## src/regulator_pkg.sv

```systemverilog
// Constants for the sleep regulator power-mode controller
package regulator_pkg;
  // Register map, byte addresses
  localparam logic [7:0] CTRL_ADDR     = 8'h00;
  localparam logic [7:0] STATUS_ADDR   = 8'h04;
  localparam int         ADDR_W        = 8;
  // Regulator control layout
  localparam int         PM_BIT        = 1;
  localparam int         RSVD_BIT      = 0;
  localparam logic       PM_RESET      = 1'b0;
  localparam logic       RSVD_RESET    = 1'b1;
  // Status register layout
  localparam int         ST_SLEEP_BIT  = 0;
  localparam int         ST_LP_BIT     = 1;
  localparam int         ST_WAKE_BIT   = 2;
  localparam int         ST_CHG_BIT    = 3;
  localparam int         ST_CAP_BIT    = 4;
  // Timing
  localparam int         CLK_HZ        = 10_000_000;
  localparam int         STAB_NS       = 10_000;
  localparam int         STAB_CYC      = (STAB_NS * (CLK_HZ / 1_000_000)
                                          + 999) / 1000;
  localparam int         CHARGE_US     = 1_000;
  localparam int         CHARGE_CYC    = CHARGE_US * (CLK_HZ / 1_000_000);
  localparam int         SYNC_STAGES   = 3;
  // Peripheral enable vector: width and low-power mask
  localparam int         NPERIPH       = 8;
  localparam logic [7:0] LP_OK_MASK    = 8'h1f;
endpackage

```

## src/pin_sync.sv

```systemverilog
// Three-stage synchroniser with agreement filter
`timescale 1ns/1ps
module pin_sync
  import regulator_pkg::*;
#(
  parameter logic INIT = 1'b0
) (
  input  wire logic clk_i,
  input  wire logic rst_i,
  input  wire logic d_i,
  output logic      q_o
);
  typedef struct packed {
    logic [SYNC_STAGES-1:0] sh;
    logic                   q;
  } sync_s;

  sync_s st_r;
  sync_s st_nxt;

  always_comb begin
    st_nxt    = st_r;
    st_nxt.sh = {st_r.sh[SYNC_STAGES-2:0], d_i};
    if (st_r.sh[1] == st_r.sh[2]) begin
      st_nxt.q = st_r.sh[2];
    end
  end

  always_ff @(posedge clk_i) begin
    if (rst_i) begin
      st_r <= '{sh: {SYNC_STAGES{INIT}}, q: INIT};
    end else begin
      st_r <= st_nxt;
    end
  end

  assign q_o = st_r.q;
endmodule

```

## src/sleep_regulator_power_mode.sv

```systemverilog
// Sleep regulator power-mode controller with Wishbone registers
// Contract
// - Low-power select clear keeps regulator normal in sleep, no extra delay.
// - Waking from low-power sleep inserts a stabilisation delay first.
// - Incompatible active peripherals force normal regulator state in sleep.
// - Low-power allowed with only BOR, WDT, pin interrupts, ext timer, capture.
// - Power-mode bit 1, read/write, resets zero; one selects low power.
// - Bit 0 reserved, resets and reads one; bits 7..2 read zero.
// - Variant without regulator has no select, lowest power, no wake delay.
// - Regulator always active; no software enable or disable.
// - Configuration bit picks capacitor pin; zero means port A bit 5.
// - Hold reset at power-up until regulator capacitor is charged; code also releases reset after CHARGE_CYCLES cycles without it.
// - Power-down only on sleep instruction; selection applies for that sleep.
`timescale 1ns/1ps
module sleep_regulator_power_mode
  import regulator_pkg::*;
#(
  parameter bit HAS_REGULATOR = 1'b1,
  parameter int STAB_CYCLES   = STAB_CYC,
  parameter int CHARGE_CYCLES = CHARGE_CYC
) (
  input  wire logic              clk_i,
  input  wire logic              rst_i,
  // Wishbone classic slave
  input  wire logic              cyc_i,
  input  wire logic              stb_i,
  input  wire logic              we_i,
  input  wire logic [ADDR_W-1:0] adr_i,
  input  wire logic [3:0]        sel_i,
  input  wire logic [31:0]       dat_i,
  output logic      [31:0]       dat_o,
  output logic                   ack_o,
  // Sleep sequencing
  input  wire logic              sleep_exec_i,
  input  wire logic              wake_event_i,
  input  wire logic [NPERIPH-1:0] periph_active_i,
  input  wire logic              cap_pin_select_i,
  input  wire logic              cap_charged_i,
  output logic                   core_reset_o,
  output logic                   cap_charge_en_o,
  output logic                   port_a_bit5_pin_cap_o,
  output logic                   alt_cap_pin_o,
  output logic                   regulator_enable_o,
  output logic                   regulator_low_power_o,
  output logic                   sleeping_o,
  output logic                   resume_o
);
  localparam int CW = $clog2(CHARGE_CYCLES + 1) > $clog2(STAB_CYCLES + 1)
                    ? $clog2(CHARGE_CYCLES + 1) : $clog2(STAB_CYCLES + 1);
  localparam logic [CW-1:0] STAB_LAST   = CW'(STAB_CYCLES - 1);
  localparam logic [CW-1:0] CHARGE_LAST = CW'(CHARGE_CYCLES - 1);

  typedef enum logic [2:0] {
    S_CHARGE,
    S_AWAKE,
    S_SLEEP,
    S_STAB,
    S_RESUME
  } state_e;

  typedef struct packed {
    state_e        st;
    logic [CW-1:0] cnt;
    logic          pm;
    logic          lp_taken;
    logic          lp_now;
    logic          cap_sel;
    logic          charged_once;
    logic          ack;
    logic [31:0]   dat;
    logic          core_rst;
    logic          charge_en;
    logic          sleeping;
    logic          resume;
  } ctrl_s;

  ctrl_s ctrl_r;
  ctrl_s ctrl_nxt;

  logic cap_sync;
  logic lp_allowed;
  logic wb_req;

  // ----------------------------------------------------------------
  // Pin synchroniser for the capacitor charge comparator
  // ----------------------------------------------------------------
  pin_sync #(
    .INIT (1'b0)
  ) u_cap_sync (
    .clk_i (clk_i),
    .rst_i (rst_i),
    .d_i   (cap_charged_i),
    .q_o   (cap_sync)
  );

  // Only the listed sleep-friendly peripherals may run in low power
  assign lp_allowed = ((periph_active_i & ~LP_OK_MASK) == '0);
  assign wb_req     = cyc_i & stb_i & ~ctrl_r.ack;

  // ----------------------------------------------------------------
  // Next-state logic
  // ----------------------------------------------------------------
  always_comb begin
    ctrl_nxt        = ctrl_r;
    ctrl_nxt.ack    = 1'b0;
    ctrl_nxt.resume = 1'b0;

    // Register access, one wait state
    if (wb_req) begin
      ctrl_nxt.ack = 1'b1;
      ctrl_nxt.dat = '0;
      if (we_i) begin
        if (adr_i == CTRL_ADDR && sel_i[0] && HAS_REGULATOR) begin
          ctrl_nxt.pm = dat_i[PM_BIT];
        end
      end else begin
        case (adr_i)
          CTRL_ADDR: begin
            ctrl_nxt.dat[PM_BIT]   = ctrl_r.pm;
            ctrl_nxt.dat[RSVD_BIT] = RSVD_RESET;
          end
          STATUS_ADDR: begin
            ctrl_nxt.dat[ST_SLEEP_BIT] = ctrl_r.sleeping;
            ctrl_nxt.dat[ST_LP_BIT]    = ctrl_r.lp_now;
            ctrl_nxt.dat[ST_WAKE_BIT]  = (ctrl_r.st == S_STAB);
            ctrl_nxt.dat[ST_CHG_BIT]   = ctrl_r.charge_en;
            ctrl_nxt.dat[ST_CAP_BIT]   = ctrl_r.cap_sel;
          end
          default: begin
            ctrl_nxt.dat = '0;
          end
        endcase
      end
    end

    case (ctrl_r.st)
      S_CHARGE: begin
        // Core held in reset while the capacitor charges
        ctrl_nxt.core_rst  = 1'b1;
        ctrl_nxt.charge_en = 1'b1;
        if (!ctrl_r.charged_once) begin
          ctrl_nxt.cap_sel      = cap_pin_select_i;
          ctrl_nxt.charged_once = 1'b1;
        end
        if (ctrl_r.cnt != CHARGE_LAST) begin
          ctrl_nxt.cnt = ctrl_r.cnt + CW'(1);
        end
        if (cap_sync || ctrl_r.cnt == CHARGE_LAST) begin
          ctrl_nxt.st        = S_AWAKE;
          ctrl_nxt.core_rst  = 1'b0;
          ctrl_nxt.charge_en = 1'b0;
          ctrl_nxt.cnt       = '0;
        end
      end
      S_AWAKE: begin
        if (sleep_exec_i && !wake_event_i) begin
          ctrl_nxt.st       = S_SLEEP;
          ctrl_nxt.sleeping = 1'b1;
          ctrl_nxt.lp_taken = ctrl_r.pm & HAS_REGULATOR;
        end
      end
      S_SLEEP: begin
        ctrl_nxt.lp_now = ctrl_r.lp_taken & lp_allowed;
        if (wake_event_i) begin
          ctrl_nxt.lp_now = 1'b0;
          if (ctrl_r.lp_now) begin
            ctrl_nxt.st  = S_STAB;
            ctrl_nxt.cnt = '0;
          end else begin
            ctrl_nxt.st       = S_RESUME;
            ctrl_nxt.sleeping = 1'b0;
            ctrl_nxt.resume   = 1'b1;
          end
        end
      end
      S_STAB: begin
        ctrl_nxt.cnt = ctrl_r.cnt + CW'(1);
        if (ctrl_r.cnt == STAB_LAST) begin
          ctrl_nxt.st       = S_RESUME;
          ctrl_nxt.sleeping = 1'b0;
          ctrl_nxt.resume   = 1'b1;
          ctrl_nxt.cnt      = '0;
        end
      end
      S_RESUME: begin
        ctrl_nxt.st = S_AWAKE;
      end
      default: begin
        ctrl_nxt.st = S_AWAKE;
      end
    endcase
  end

  // ----------------------------------------------------------------
  // State register
  // ----------------------------------------------------------------
  always_ff @(posedge clk_i) begin
    if (rst_i) begin
      ctrl_r <= '{st: S_CHARGE, cnt: '0, pm: PM_RESET, lp_taken: 1'b0,
                  lp_now: 1'b0, cap_sel: 1'b0, charged_once: 1'b0,
                  ack: 1'b0, dat: '0, core_rst: 1'b1, charge_en: 1'b1,
                  sleeping: 1'b0, resume: 1'b0};
    end else begin
      ctrl_r <= ctrl_nxt;
    end
  end

  // ----------------------------------------------------------------
  // Outputs
  // ----------------------------------------------------------------
  assign dat_o                 = ctrl_r.dat;
  assign ack_o                 = ctrl_r.ack;
  assign core_reset_o          = ctrl_r.core_rst;
  assign cap_charge_en_o       = ctrl_r.charge_en;
  assign port_a_bit5_pin_cap_o = ~ctrl_r.cap_sel;
  assign alt_cap_pin_o         = ctrl_r.cap_sel;
  assign regulator_enable_o    = HAS_REGULATOR;
  assign regulator_low_power_o = ctrl_r.lp_now;
  assign sleeping_o            = ctrl_r.sleeping;
  assign resume_o              = ctrl_r.resume;
endmodule

```

## config.mk

```make
export PLATFORM = sky130hd
export DESIGN_NAME = sleep_regulator_power_mode
export DESIGN_NICKNAME = d
export VERILOG_FILES = /design/src/regulator_pkg.sv /design/src/pin_sync.sv /design/src/sleep_regulator_power_mode.sv
export SDC_FILE = /design/constraint.sdc
export NUM_CORES = 1
export LEC_CHECK = 0
export BUFFER_PORTS_ARGS = -buffer_cell sky130_fd_sc_hd__buf_2
export CAP_MARGIN = 25
export CORE_AREA = 2 2 74 76
export DETAILED_ROUTE_END_ITERATION = 7
export DIE_AREA = 0 0 76 78
export PLACE_DENSITY = 0.73
export RECOVER_POWER = 100
export SYNTH_ARGS = -nofsm -noshare
export SYNTH_HDL_FRONTEND = slang
export SYNTH_SLANG_ARGS = --single-unit
```

## constraint.sdc

```tcl
create_clock -name clk_i -period 2.5 [get_ports clk_i]
set_input_delay 0.125 -clock clk_i [delete_from_list [all_inputs] [get_ports clk_i]]
set_output_delay 0.125 -clock clk_i [all_outputs]
set_load 0.05 [all_outputs]
```

==> results of run 1 <==
## cells in the mapped netlist, drive strengths merged, types with 3 or more instances
library cell  instances  area [um^2]
nor3                  8        60.06
dfxtp                35        700.7
inv                   9        33.78
nand3                12        60.06
buf                  36        271.5
nor2                 27        101.4
a31oi                 4        25.02
xnor2                 6        52.55
a21oi                12        60.06
nand4                 6        37.54
clkbuf                4        15.01
a22oi                 3        22.52
xor2                  3        26.28
nor2b                 7        43.79
nor4                  5        58.80
mux2i                 3        30.03
o21ai                 8        51.30
nand2                12        45.04
## path summary, 6_finish.rpt
| check | slack (ns) | cells past startpoint | from | end |
|---|---|---|---|---|
| worst max register to register | 0.36 | 6 | ctrl_r[42]$_SDFFE_PP0P_ | ctrl_r[53]$_SDFFE_PP0P_ |
| worst min-delay path | 0.06 | 2 | cap_charged_i | u_cap_sync.st_nxt[2]$_SDFF_PP0_ |
| worst min register to register | 0.44 | 1 | u_cap_sync.st_nxt[2]$_SDFF_PP0_ | u_cap_sync.st_nxt[3]$_SDFF_PP0_ |
| worst max-delay path | 0.36 | 6 | ctrl_r[42]$_SDFFE_PP0P_ | ctrl_r[53]$_SDFFE_PP0P_ |
## per-stage QoR
| step | instances | total power, W | util | worst slack, ns |
|---|---|---|---|---|
| CTS | 325 | 0.001543 | 0.4107 | 0.3514 |
| global placement | 317 | 0.001124 | 0.3931 | 0.4187 |
| finish | 325 | 0.001523 | 0.4060 | 0.3619 |
| global route | 325 | 0.001615 | 0.4060 | 0.1596 |
| detailed placement | 317 | 0.001137 | 0.3931 | 0.3854 |
| floorplan | 253 | 0.001095 | - | 0.5821 |
## area by class of cell
class	instances	share of cell area
Sequential cell	35	0.3423
Multi-Input combinational cell	169	0.4804
Tap cell	70	0.04279
Inverter	9	0.01650
Timing Repair Buffer	34	0.07457
Clock inverter	3	0.009780
Clock buffer	5	0.03362
## report_power, final
part	internal (W)	total, W	switching, W	leakage (nW)
combinational	0.000122	0.000450	0.000327	0.472
sequential	0.000606	0.000673	0.0000669	0.284
clock	0.000193	0.000400	0.000207	0.0402
total	0.000922	0.00152	0.000601	0.796
## metal layers
layer	GRT usage	share of wire	vias to the layer above
li1	-	-	774
met1	0.1397	0.45	718
met2	0.2071	0.48	34
met3	0.03372	0.049	5
met4	0.06000	0.017	0
met5	0	0	-
## logic make-up after synthesis
| group | after synthesis | share of synthesized area |
|---|---|---|
| compound gates | 33 | 0.1125 |
| xor+xnor | 9 | 0.04121 |
| fa+ha+maj | 1 | 0.006539 |
| buf+inv | 49 | 0.1674 |
| flops | 35 | 0.3663 |
| mux | 5 | 0.02747 |
| other cells | 2 | 0.003926 |
| simple gates | 93 | 0.2747 |
==> results.sh, run 1 <==
export IMPL_globalRouteOverflowTotal=0
export IMPL_power_density_nw_per_um2=744.1
export IMPL_cp_slowest_cell="a32o_1"
export IMPL_coreArea_um2=5042
export IMPL_root_buffer="clkbuf_8"
export IMPL_dieWidth_um=76
export IMPL_clk_pin_slew_ns=0.07
export IMPL_final_cell_area_um2=2047
export IMPL_num_rows=26
export IMPL_grt_max_degree=27
export IMPL_multi_input_area_um2=983.4
export IMPL_wl_per_cell_um=10.89
export IMPL_dieArea_um2=5928
export IMPL_drtPass1Iterations=4
export IMPL_hp_class="input port to flop"
export IMPL_synthesis_area_um2=1913
export IMPL_timing_fmax_mhz=467.7
export IMPL_finalSetupViolCount=0
export IMPL_ys_ff_latch=35
export IMPL_crit_path_end_kind="flop"
export IMPL_hold_viol_final=0
export IMPL_htree_num_levels=2
export IMPL_floorplan_initialDensity=0.3794
export IMPL_largest_register_ffs=20
export IMPL_grt_first_pass_wirelength_um=5892
export IMPL_critPathBufInv=0
export IMPL_ys_async_sr_fraction=0
export IMPL_drcViolationCount=0
export IMPL_ctsHoldBuffers=0
export IMPL_gp_congestion=0.8432
export IMPL_synthToLayoutAreaGrowth_pct=6.998
export IMPL_register_area_um2=700.7
export IMPL_cts_resized=0
export IMPL_start_kind="flop"
export IMPL_path_class="flop to flop"
export IMPL_die_y_um=78
export IMPL_ioPinCount=102
export IMPL_drive_gt1_frac=0.1490
export IMPL_synth_edf_count=0
export IMPL_numCtsBuffers=5
export IMPL_path_delay_family="compound AO/OA/AOI/OAI gates"
export IMPL_grt_setup_unrepaired="false"
export IMPL_cts_path_max_buffers=2
export IMPL_ys_seq_area_frac=0.3663
export IMPL_tns_ns=0
export IMPL_cts_setup_buffers=0
export IMPL_p_leak_nw=0.7960
export IMPL_period_share=0.8553
export IMPL_routed_via_density=4.711
export IMPL_synth_cell_types=45
export IMPL_cp_required_ns=2.67
export IMPL_regMostFlops="ctrl_r"
export IMPL_yosysWarningCount=0
export IMPL_avgSynthCellArea_um2=8.428
export IMPL_final_nets=316
export IMPL_grtUsageTotal=0.1212
export IMPL_ir_worst_vdd_uv=273.2
export IMPL_cts_tree="yes"
export IMPL_hpwlAfterDp_um=2646
export IMPL_min_period_ns=2.138
export IMPL_io_buffer_count=34
export IMPL_diodes=0
export IMPL_clk_latency_ns=0.29
export IMPL_postRouteAntennaNets=0
export IMPL_drv_slew=0
export IMPL_grt_antenna_before_repair=0
export IMPL_layout_common_cells="dfxtp_1 (35), conb_1 (28), nor2_1 (27)"
export IMPL_n_fill_cell=523
export IMPL_crit_chain="ha_1 > nor4b_1 > nand4_1 > a32o_1 > o21ai_4 > nor2_1"
export IMPL_dr_first_iter_drc_count=128
export IMPL_maxCapViolations=0
export IMPL_dr_total_vias=1531
export IMPL_placed_cell_area_um2=1982
export IMPL_crit_arrival_ns=2.31
export IMPL_skew_ns=0.006695
export IMPL_postSynthCellCount=227
export IMPL_status="finished, final reports clean"
export IMPL_synth_main_ff_cell="dfxtp_1"
export IMPL_fin_worst_hold_slack_ns=0.05786
export IMPL_first_global_vias=1359
export IMPL_max_stage_delay_ns=0.46
export IMPL_cts_sinks=35
export IMPL_cp_max_fo=9
export IMPL_max_slew_margin_rel=0.2954
export IMPL_final_common_cell="dfxtp_1"
export IMPL_wirelength_um=3538
export IMPL_worstMarginPinSlew_ns=1.057
Note: power is estimated with default switching activity, not from simulation.
==> run 2: changes to the inputs <==
- HOLD_SLACK_MARGIN: not set -> 0.08
==> run 2 against run 1 <==
- design area is 1.5% higher
- routed wire length grew 0.71%
- sequential power is essentially flat
- sequential share of layout area decreased by 0.52 points
- critical path type unchanged
- critical endpoint unchanged
- largest power group unchanged
==> results.sh, run 2 (synthesized netlist as in run 1, its figures left out) <==
export IMPL_status="finished, final reports clean"
export IMPL_routed_via_density=4.707
export IMPL_clk_latency_ns=0.29
export IMPL_die_y_um=78
export IMPL_critPathBufInv=0
export IMPL_cts_path_max_buffers=2
export IMPL_regMostFlops="ctrl_r"
export IMPL_htree_num_levels=2
export IMPL_register_area_um2=700.7
export IMPL_worstMarginPinSlew_ns=0.6937
export IMPL_max_slew_margin_rel=0.5348
export IMPL_grtUsageTotal=0.1219
export IMPL_postRouteAntennaNets=0
export IMPL_final_common_cell="dfxtp_1"
export IMPL_multi_input_area_um2=983.4
export IMPL_switching_power_w=0.0006021
export IMPL_cts_tree="yes"
export IMPL_max_stage_delay_ns=0.46
export IMPL_clkPwrFrac=0.262
export IMPL_dr_first_iter_drc_count=75
export IMPL_final_nets=319
export IMPL_globalRouteOverflowTotal=0
export IMPL_path_class="flop to flop"
export IMPL_grt_antenna_before_repair=0
export IMPL_wirelength_um=3563
export IMPL_first_global_vias=1374
export IMPL_cp_max_fo=9
export IMPL_p_sw_frac=0.3942
export IMPL_largest_register_ffs=20
export IMPL_timing_fmax_mhz=467.5
export IMPL_num_rows=26
export IMPL_tns_ns=0
export IMPL_crit_chain="ha_1 > nor4b_1 > nand4_1 > a32o_1 > o21ai_4 > nor2_1"
export IMPL_dr_total_vias=1544
export IMPL_min_period_ns=2.139
export IMPL_numCtsBuffers=5
export IMPL_ioPinCount=102
export IMPL_finalSetupViolCount=0
export IMPL_grt_setup_unrepaired="false"
export IMPL_cts_resized=0
export IMPL_p_int_w=0.0009252
export IMPL_maxCapViolations=0
export IMPL_ir_worst_vdd_uv=273.3
export IMPL_seq_power_share=0.441
export IMPL_coreArea_um2=5042
export IMPL_start_kind="flop"
export IMPL_dieWidth_um=76
export IMPL_skew_ns=0.007204
export IMPL_dieArea_um2=5928
export IMPL_drtPass1Iterations=4
export IMPL_root_buffer="clkbuf_8"
export IMPL_hpwlAfterDp_um=2646
export IMPL_gp_congestion=0.8432
export IMPL_layout_common_cells="dfxtp_1 (35), conb_1 (28), nor2_1 (27)"
export IMPL_path_delay_family="compound AO/OA/AOI/OAI gates"
export IMPL_cp_slowest_cell="a32o_1"
export IMPL_diodes=0
export IMPL_synthToLayoutAreaGrowth_pct=8.633
export IMPL_hp_class="input port to flop"
export IMPL_cp_required_ns=2.67
export IMPL_crit_path_end_kind="flop"
export IMPL_period_share=0.8556
export IMPL_final_cell_area_um2=2078
export IMPL_n_fill_cell=520
export IMPL_wl_per_cell_um=10.86
export IMPL_p_leak_nw=0.8113
export IMPL_placed_cell_area_um2=1982
export IMPL_grt_first_pass_wirelength_um=5934
export IMPL_clk_pin_slew_ns=0.07
export IMPL_drcViolationCount=0
export IMPL_ctsHoldBuffers=3
export IMPL_cts_setup_buffers=0
export IMPL_hold_viol_final=0
export IMPL_grt_max_degree=27
export IMPL_io_buffer_count=34
export IMPL_power_frac_comb=0.297
export IMPL_drv_slew=0
export IMPL_floorplan_initialDensity=0.3794
export IMPL_crit_arrival_ns=2.31
export IMPL_drive_gt1_frac=0.1512
export IMPL_power_density_nw_per_um2=734.9
export IMPL_cts_sinks=35
==> run 2: layout make-up <==
type,instances,share of cell area
Clock buffer,5,0.03311
Clock inverter,3,0.009633
Inverter,9,0.01626
Multi-Input combinational cell,169,0.4732
Sequential cell,35,0.3371
Tap cell,70,0.04214
Timing Repair Buffer,37,0.08850
==> run 2: worst register-to-register path: stages, from the launching register on <==
cell     delay [ns]
dfxtp_1        0.40
ha_1           0.25
nor4b_1        0.27
nand4_1        0.25
a32o_1         0.46
o21ai_4        0.30
nor2_1         0.09
==> run 2: path summary, 6_finish.rpt <==
check | to | cells after the start | start | slack (ns)
setup reg to reg | ctrl_r[53]$_SDFFE_PP0P_ | 6 | ctrl_r[42]$_SDFFE_PP0P_ | 0.36
setup / recovery | ctrl_r[53]$_SDFFE_PP0P_ | 6 | ctrl_r[42]$_SDFFE_PP0P_ | 0.36
hold reg to reg | u_cap_sync.st_nxt[3]$_SDFF_PP0_ | 1 | u_cap_sync.st_nxt[2]$_SDFF_PP0_ | 0.44
hold / removal | regulator_low_power_o$_SDFFE_PP0N_ | 4 | periph_active_i[7] | 0.11
==> run 2: through the flow <==
stage	util	total power (W)	hold slack (ns)	setup slack (ns)	instances
finish	0.4122	0.001527	0.1123	0.3611	328
detailed placement	0.3931	0.001137	0.3683	0.3854	317
CTS	0.4166	0.001546	0.1046	0.3514	328
global placement	0.3931	0.001124	0.3640	0.4187	317
floorplan	-	0.001095	0.2532	0.5821	253
global route	0.4122	0.001619	0.1230	0.1596	328
==> run 2: power by group through the flow <==
stage	Sequential, W	Clock [W]	Combinational (W)
final	0.000673	0.000401	0.000453
after global routing	0.000679	0.000444	0.000495
after CTS	0.000672	0.000416	0.000459
after detailed placement	0.000684	0	0.000453
after global placement	0.000680	0	0.000444
after floorplan	0.000692	0	0.000403
==> run 2: per-layer routing <==
metal	global-route usage	vias to the layer above	routed length (um)	part of all wire
met5	0	-	0	0
met4	0.06000	0	61	0.017
met3	0.03372	5	171	0.048
met2	0.2089	34	1716	0.48
met1	0.1404	725	1614	0.45
li1	-	780	-	-
==> run 3: changes to the inputs <==
- BUFFER_PORTS_ARGS: -buffer_cell sky130_fd_sc_hd__buf_2 -> not set
- DONT_BUFFER_PORTS: not set -> 1
- PLACE_DENSITY: 0.73 -> 0.56
- clock period: 2.5 -> 2.37 ns (I/O delays scaled with it)
==> run 3 against run 2 <==
- combinational power shrank 5.5%
- count of clock-buffer cells in the layout is the same
- non-clock buffer count shrank 27
- register-to-register slack lost 0.07 ns
- clock skew grew 0.0012 ns
- maximum frequency grew 3.1%
- clock power grew 33%
- global-route usage grew 0.18 points
- setup slack lost 0.066 ns
- first-iteration DRC count grew 27%
- core utilization shrank 1.4 points
- sequential share of layout area grew 1.2 points
- critical endpoint is now ctrl_r[51]$_SDFFE_PP0P_
- largest cell class unchanged
==> results.sh, run 3 (synthesized netlist as in run 1, its figures left out) <==
export IMPL_dieWidth_um=76
export IMPL_hold_viol_final=0
export IMPL_root_buffer="clkbuf_8"
export IMPL_final_common_cell="dfxtp_1"
export IMPL_floorplan_initialDensity=0.3794
export IMPL_synthToLayoutAreaGrowth_pct=4.905
export IMPL_tns_ns=0
export IMPL_worstMarginPinSlew_ns=1.164
export IMPL_place_inst=285
export IMPL_regMostFlops="ctrl_r"
export IMPL_grtUsageTotal=0.1237
export IMPL_skew_ns=0.008384
export IMPL_ioPinCount=102
export IMPL_crit_arrival_ns=2.24
export IMPL_largest_register_ffs=20
export IMPL_crit_path_end_kind="flop"
export IMPL_first_global_vias=1292
export IMPL_max_stage_delay_ns=0.41
export IMPL_cp_slowest_cell="a32o_2"
export IMPL_fin_worst_hold_slack_ns=0.09575
export IMPL_final_nets=292
export IMPL_clk_latency_ns=0.29
export IMPL_dr_total_vias=1422
export IMPL_cp_max_fo=9
export IMPL_layout_common_cells="dfxtp_1 (35), conb_1 (28), nor2_1 (27)"
export IMPL_drcViolationCount=0
export IMPL_grt_antenna_before_repair=0
export IMPL_crit_chain="ha_1 > nor4b_1 > nand4_1 > a32o_2 > o21ai_4 > nor2_1"
export IMPL_path_class="flop to flop"
export IMPL_fin_util=0.3980
export IMPL_finalPower_w=0.001692
export IMPL_power_density_nw_per_um2=843.3
export IMPL_globalRouteOverflowTotal=0
export IMPL_numCtsBuffers=5
export IMPL_maxCapViolations=0
export IMPL_htree_num_levels=2
export IMPL_final_cells=301
export IMPL_clkPwrFrac=0.316
export IMPL_p_int_w=0.001071
export IMPL_gp_congestion=0.7406
export IMPL_grt_setup_unrepaired="false"
export IMPL_period_share=0.8753
export IMPL_diodes=0
export IMPL_grt_max_degree=24
export IMPL_drtPass1Iterations=4
export IMPL_timing_fmax_mhz=482.1
export IMPL_grt_first_pass_wirelength_um=5927
export IMPL_num_rows=26
export IMPL_ir_worst_vdd_uv=376.8
export IMPL_cts_tree="yes"
export IMPL_max_slew_margin_rel=0.2276
export IMPL_start_kind="flop"
export IMPL_hpwlAfterDp_um=2615
export IMPL_wl_per_cell_um=11.90
export IMPL_reg2reg_slack_ns=0.30
export IMPL_routed_via_density=4.724
export IMPL_p_sw_frac=0.3674
export IMPL_finalSetupViolCount=0
export IMPL_status="finished, final reports clean"
export IMPL_switching_power_w=0.0006217
export IMPL_cp_required_ns=2.53
export IMPL_clk_pin_slew_ns=0.07
export IMPL_dieArea_um2=5928
export IMPL_io_buffer_count=0
export IMPL_wirelength_um=3583
export IMPL_die_y_um=78
export IMPL_drv_slew=0
export IMPL_drive_gt1_frac=0.08225
export IMPL_power_frac_comb=0.253
export IMPL_coreArea_um2=5042
export IMPL_min_period_ns=2.074
export IMPL_postRouteAntennaNets=0
export IMPL_cts_sinks=35
export IMPL_dr_first_iter_drc_count=95
export IMPL_seq_power_share=0.431
export IMPL_hp_class="input port to flop"
export IMPL_cts_path_max_buffers=2
export IMPL_p_leak_nw=0.7607
## run 3: changes by cell type in the layout (fill, tap and decap cells not counted), sizes merged
cell,before,now
buf,21,0
clkbuf,18,7
clkinvlp,2,0
clkinv,1,2
dlygate4sd3,3,8
bufinv,0,1
## run 3: cell type report
| cell class | count | area (um^2) |
|---|---|---|
| timing repair buffer | 10 | 87.58 |
| inverter | 9 | 33.78 |
| fill | 512 | 3035 |
| clock buffer | 5 | 68.82 |
| tap | 70 | 87.58 |
| clock inverter | 3 | 43.79 |
| sequential | 35 | 700.7 |
| multi-input combinational | 169 | 984.7 |
## run 3: stage by stage
stage / instance area (um^2) / setup slack (ns)
2_1_floorplan: 2011 / 0.4521
3_3_place_gp: 1827 / 0.2518
3_5_place_dp: 1827 / 0.2484
4_1_cts: 2019 / 0.2200
5_1_grt: 2007 / 0.05574
6_report: 2007 / 0.2955
## run 3: final timing paths
check                     startpoint                       to  cells past startpoint
max          ctrl_r[42]$_SDFFE_PP0P_  ctrl_r[51]$_SDFFE_PP0P_                      6
min                            rst_i  sleeping_o$_SDFFE_PP0P_                      2
max reg2reg  ctrl_r[42]$_SDFFE_PP0P_  ctrl_r[51]$_SDFFE_PP0P_                      6
min reg2reg  ctrl_r[37]$_SDFFE_PP0N_  ctrl_r[37]$_SDFFE_PP0N_                      2
## run 3: per-layer routing
| layer | vias up | share of wire | track usage |
|---|---|---|---|
| met5 | - | 0 | 0 |
| met4 | 0 | 0.012 | 0.04364 |
| met3 | 5 | 0.047 | 0.03721 |
| met2 | 32 | 0.46 | 0.2036 |
| met1 | 657 | 0.48 | 0.1542 |
| li1 | 728 | - | - |
## run 3: repair_timing
| item | in CTS | in global routing |
|---|---|---|
| hold buffers | 8 | 0 |
| endpoints found under the hold margin | 23 | 0 |
| setup endpoints to repair | 0 | 8 |
| resized for setup | 0 | 1 |
| buffers inserted | 0 | 0 |
## run 3: power groups by stage
stage	combinational [W]	sequential [W]	clock [W]
after floorplan	0.000425	0.000730	0
after global placement	0.000416	0.000743	0
after detailed placement	0.000418	0.000743	0
after CTS	0.000435	0.000730	0.000549
after global routing	0.000481	0.000743	0.000569
final	0.000428	0.000729	0.000535
## run 3: critical path, delay by kind of cell, from the launching register on
| family | cells | cell delay, ns |
|---|---|---|
| compound gates | 2 | 0.69 |
| simple gates | 3 | 0.61 |
| flops | 1 | 0.39 |
| fa+ha+maj | 1 | 0.25 |
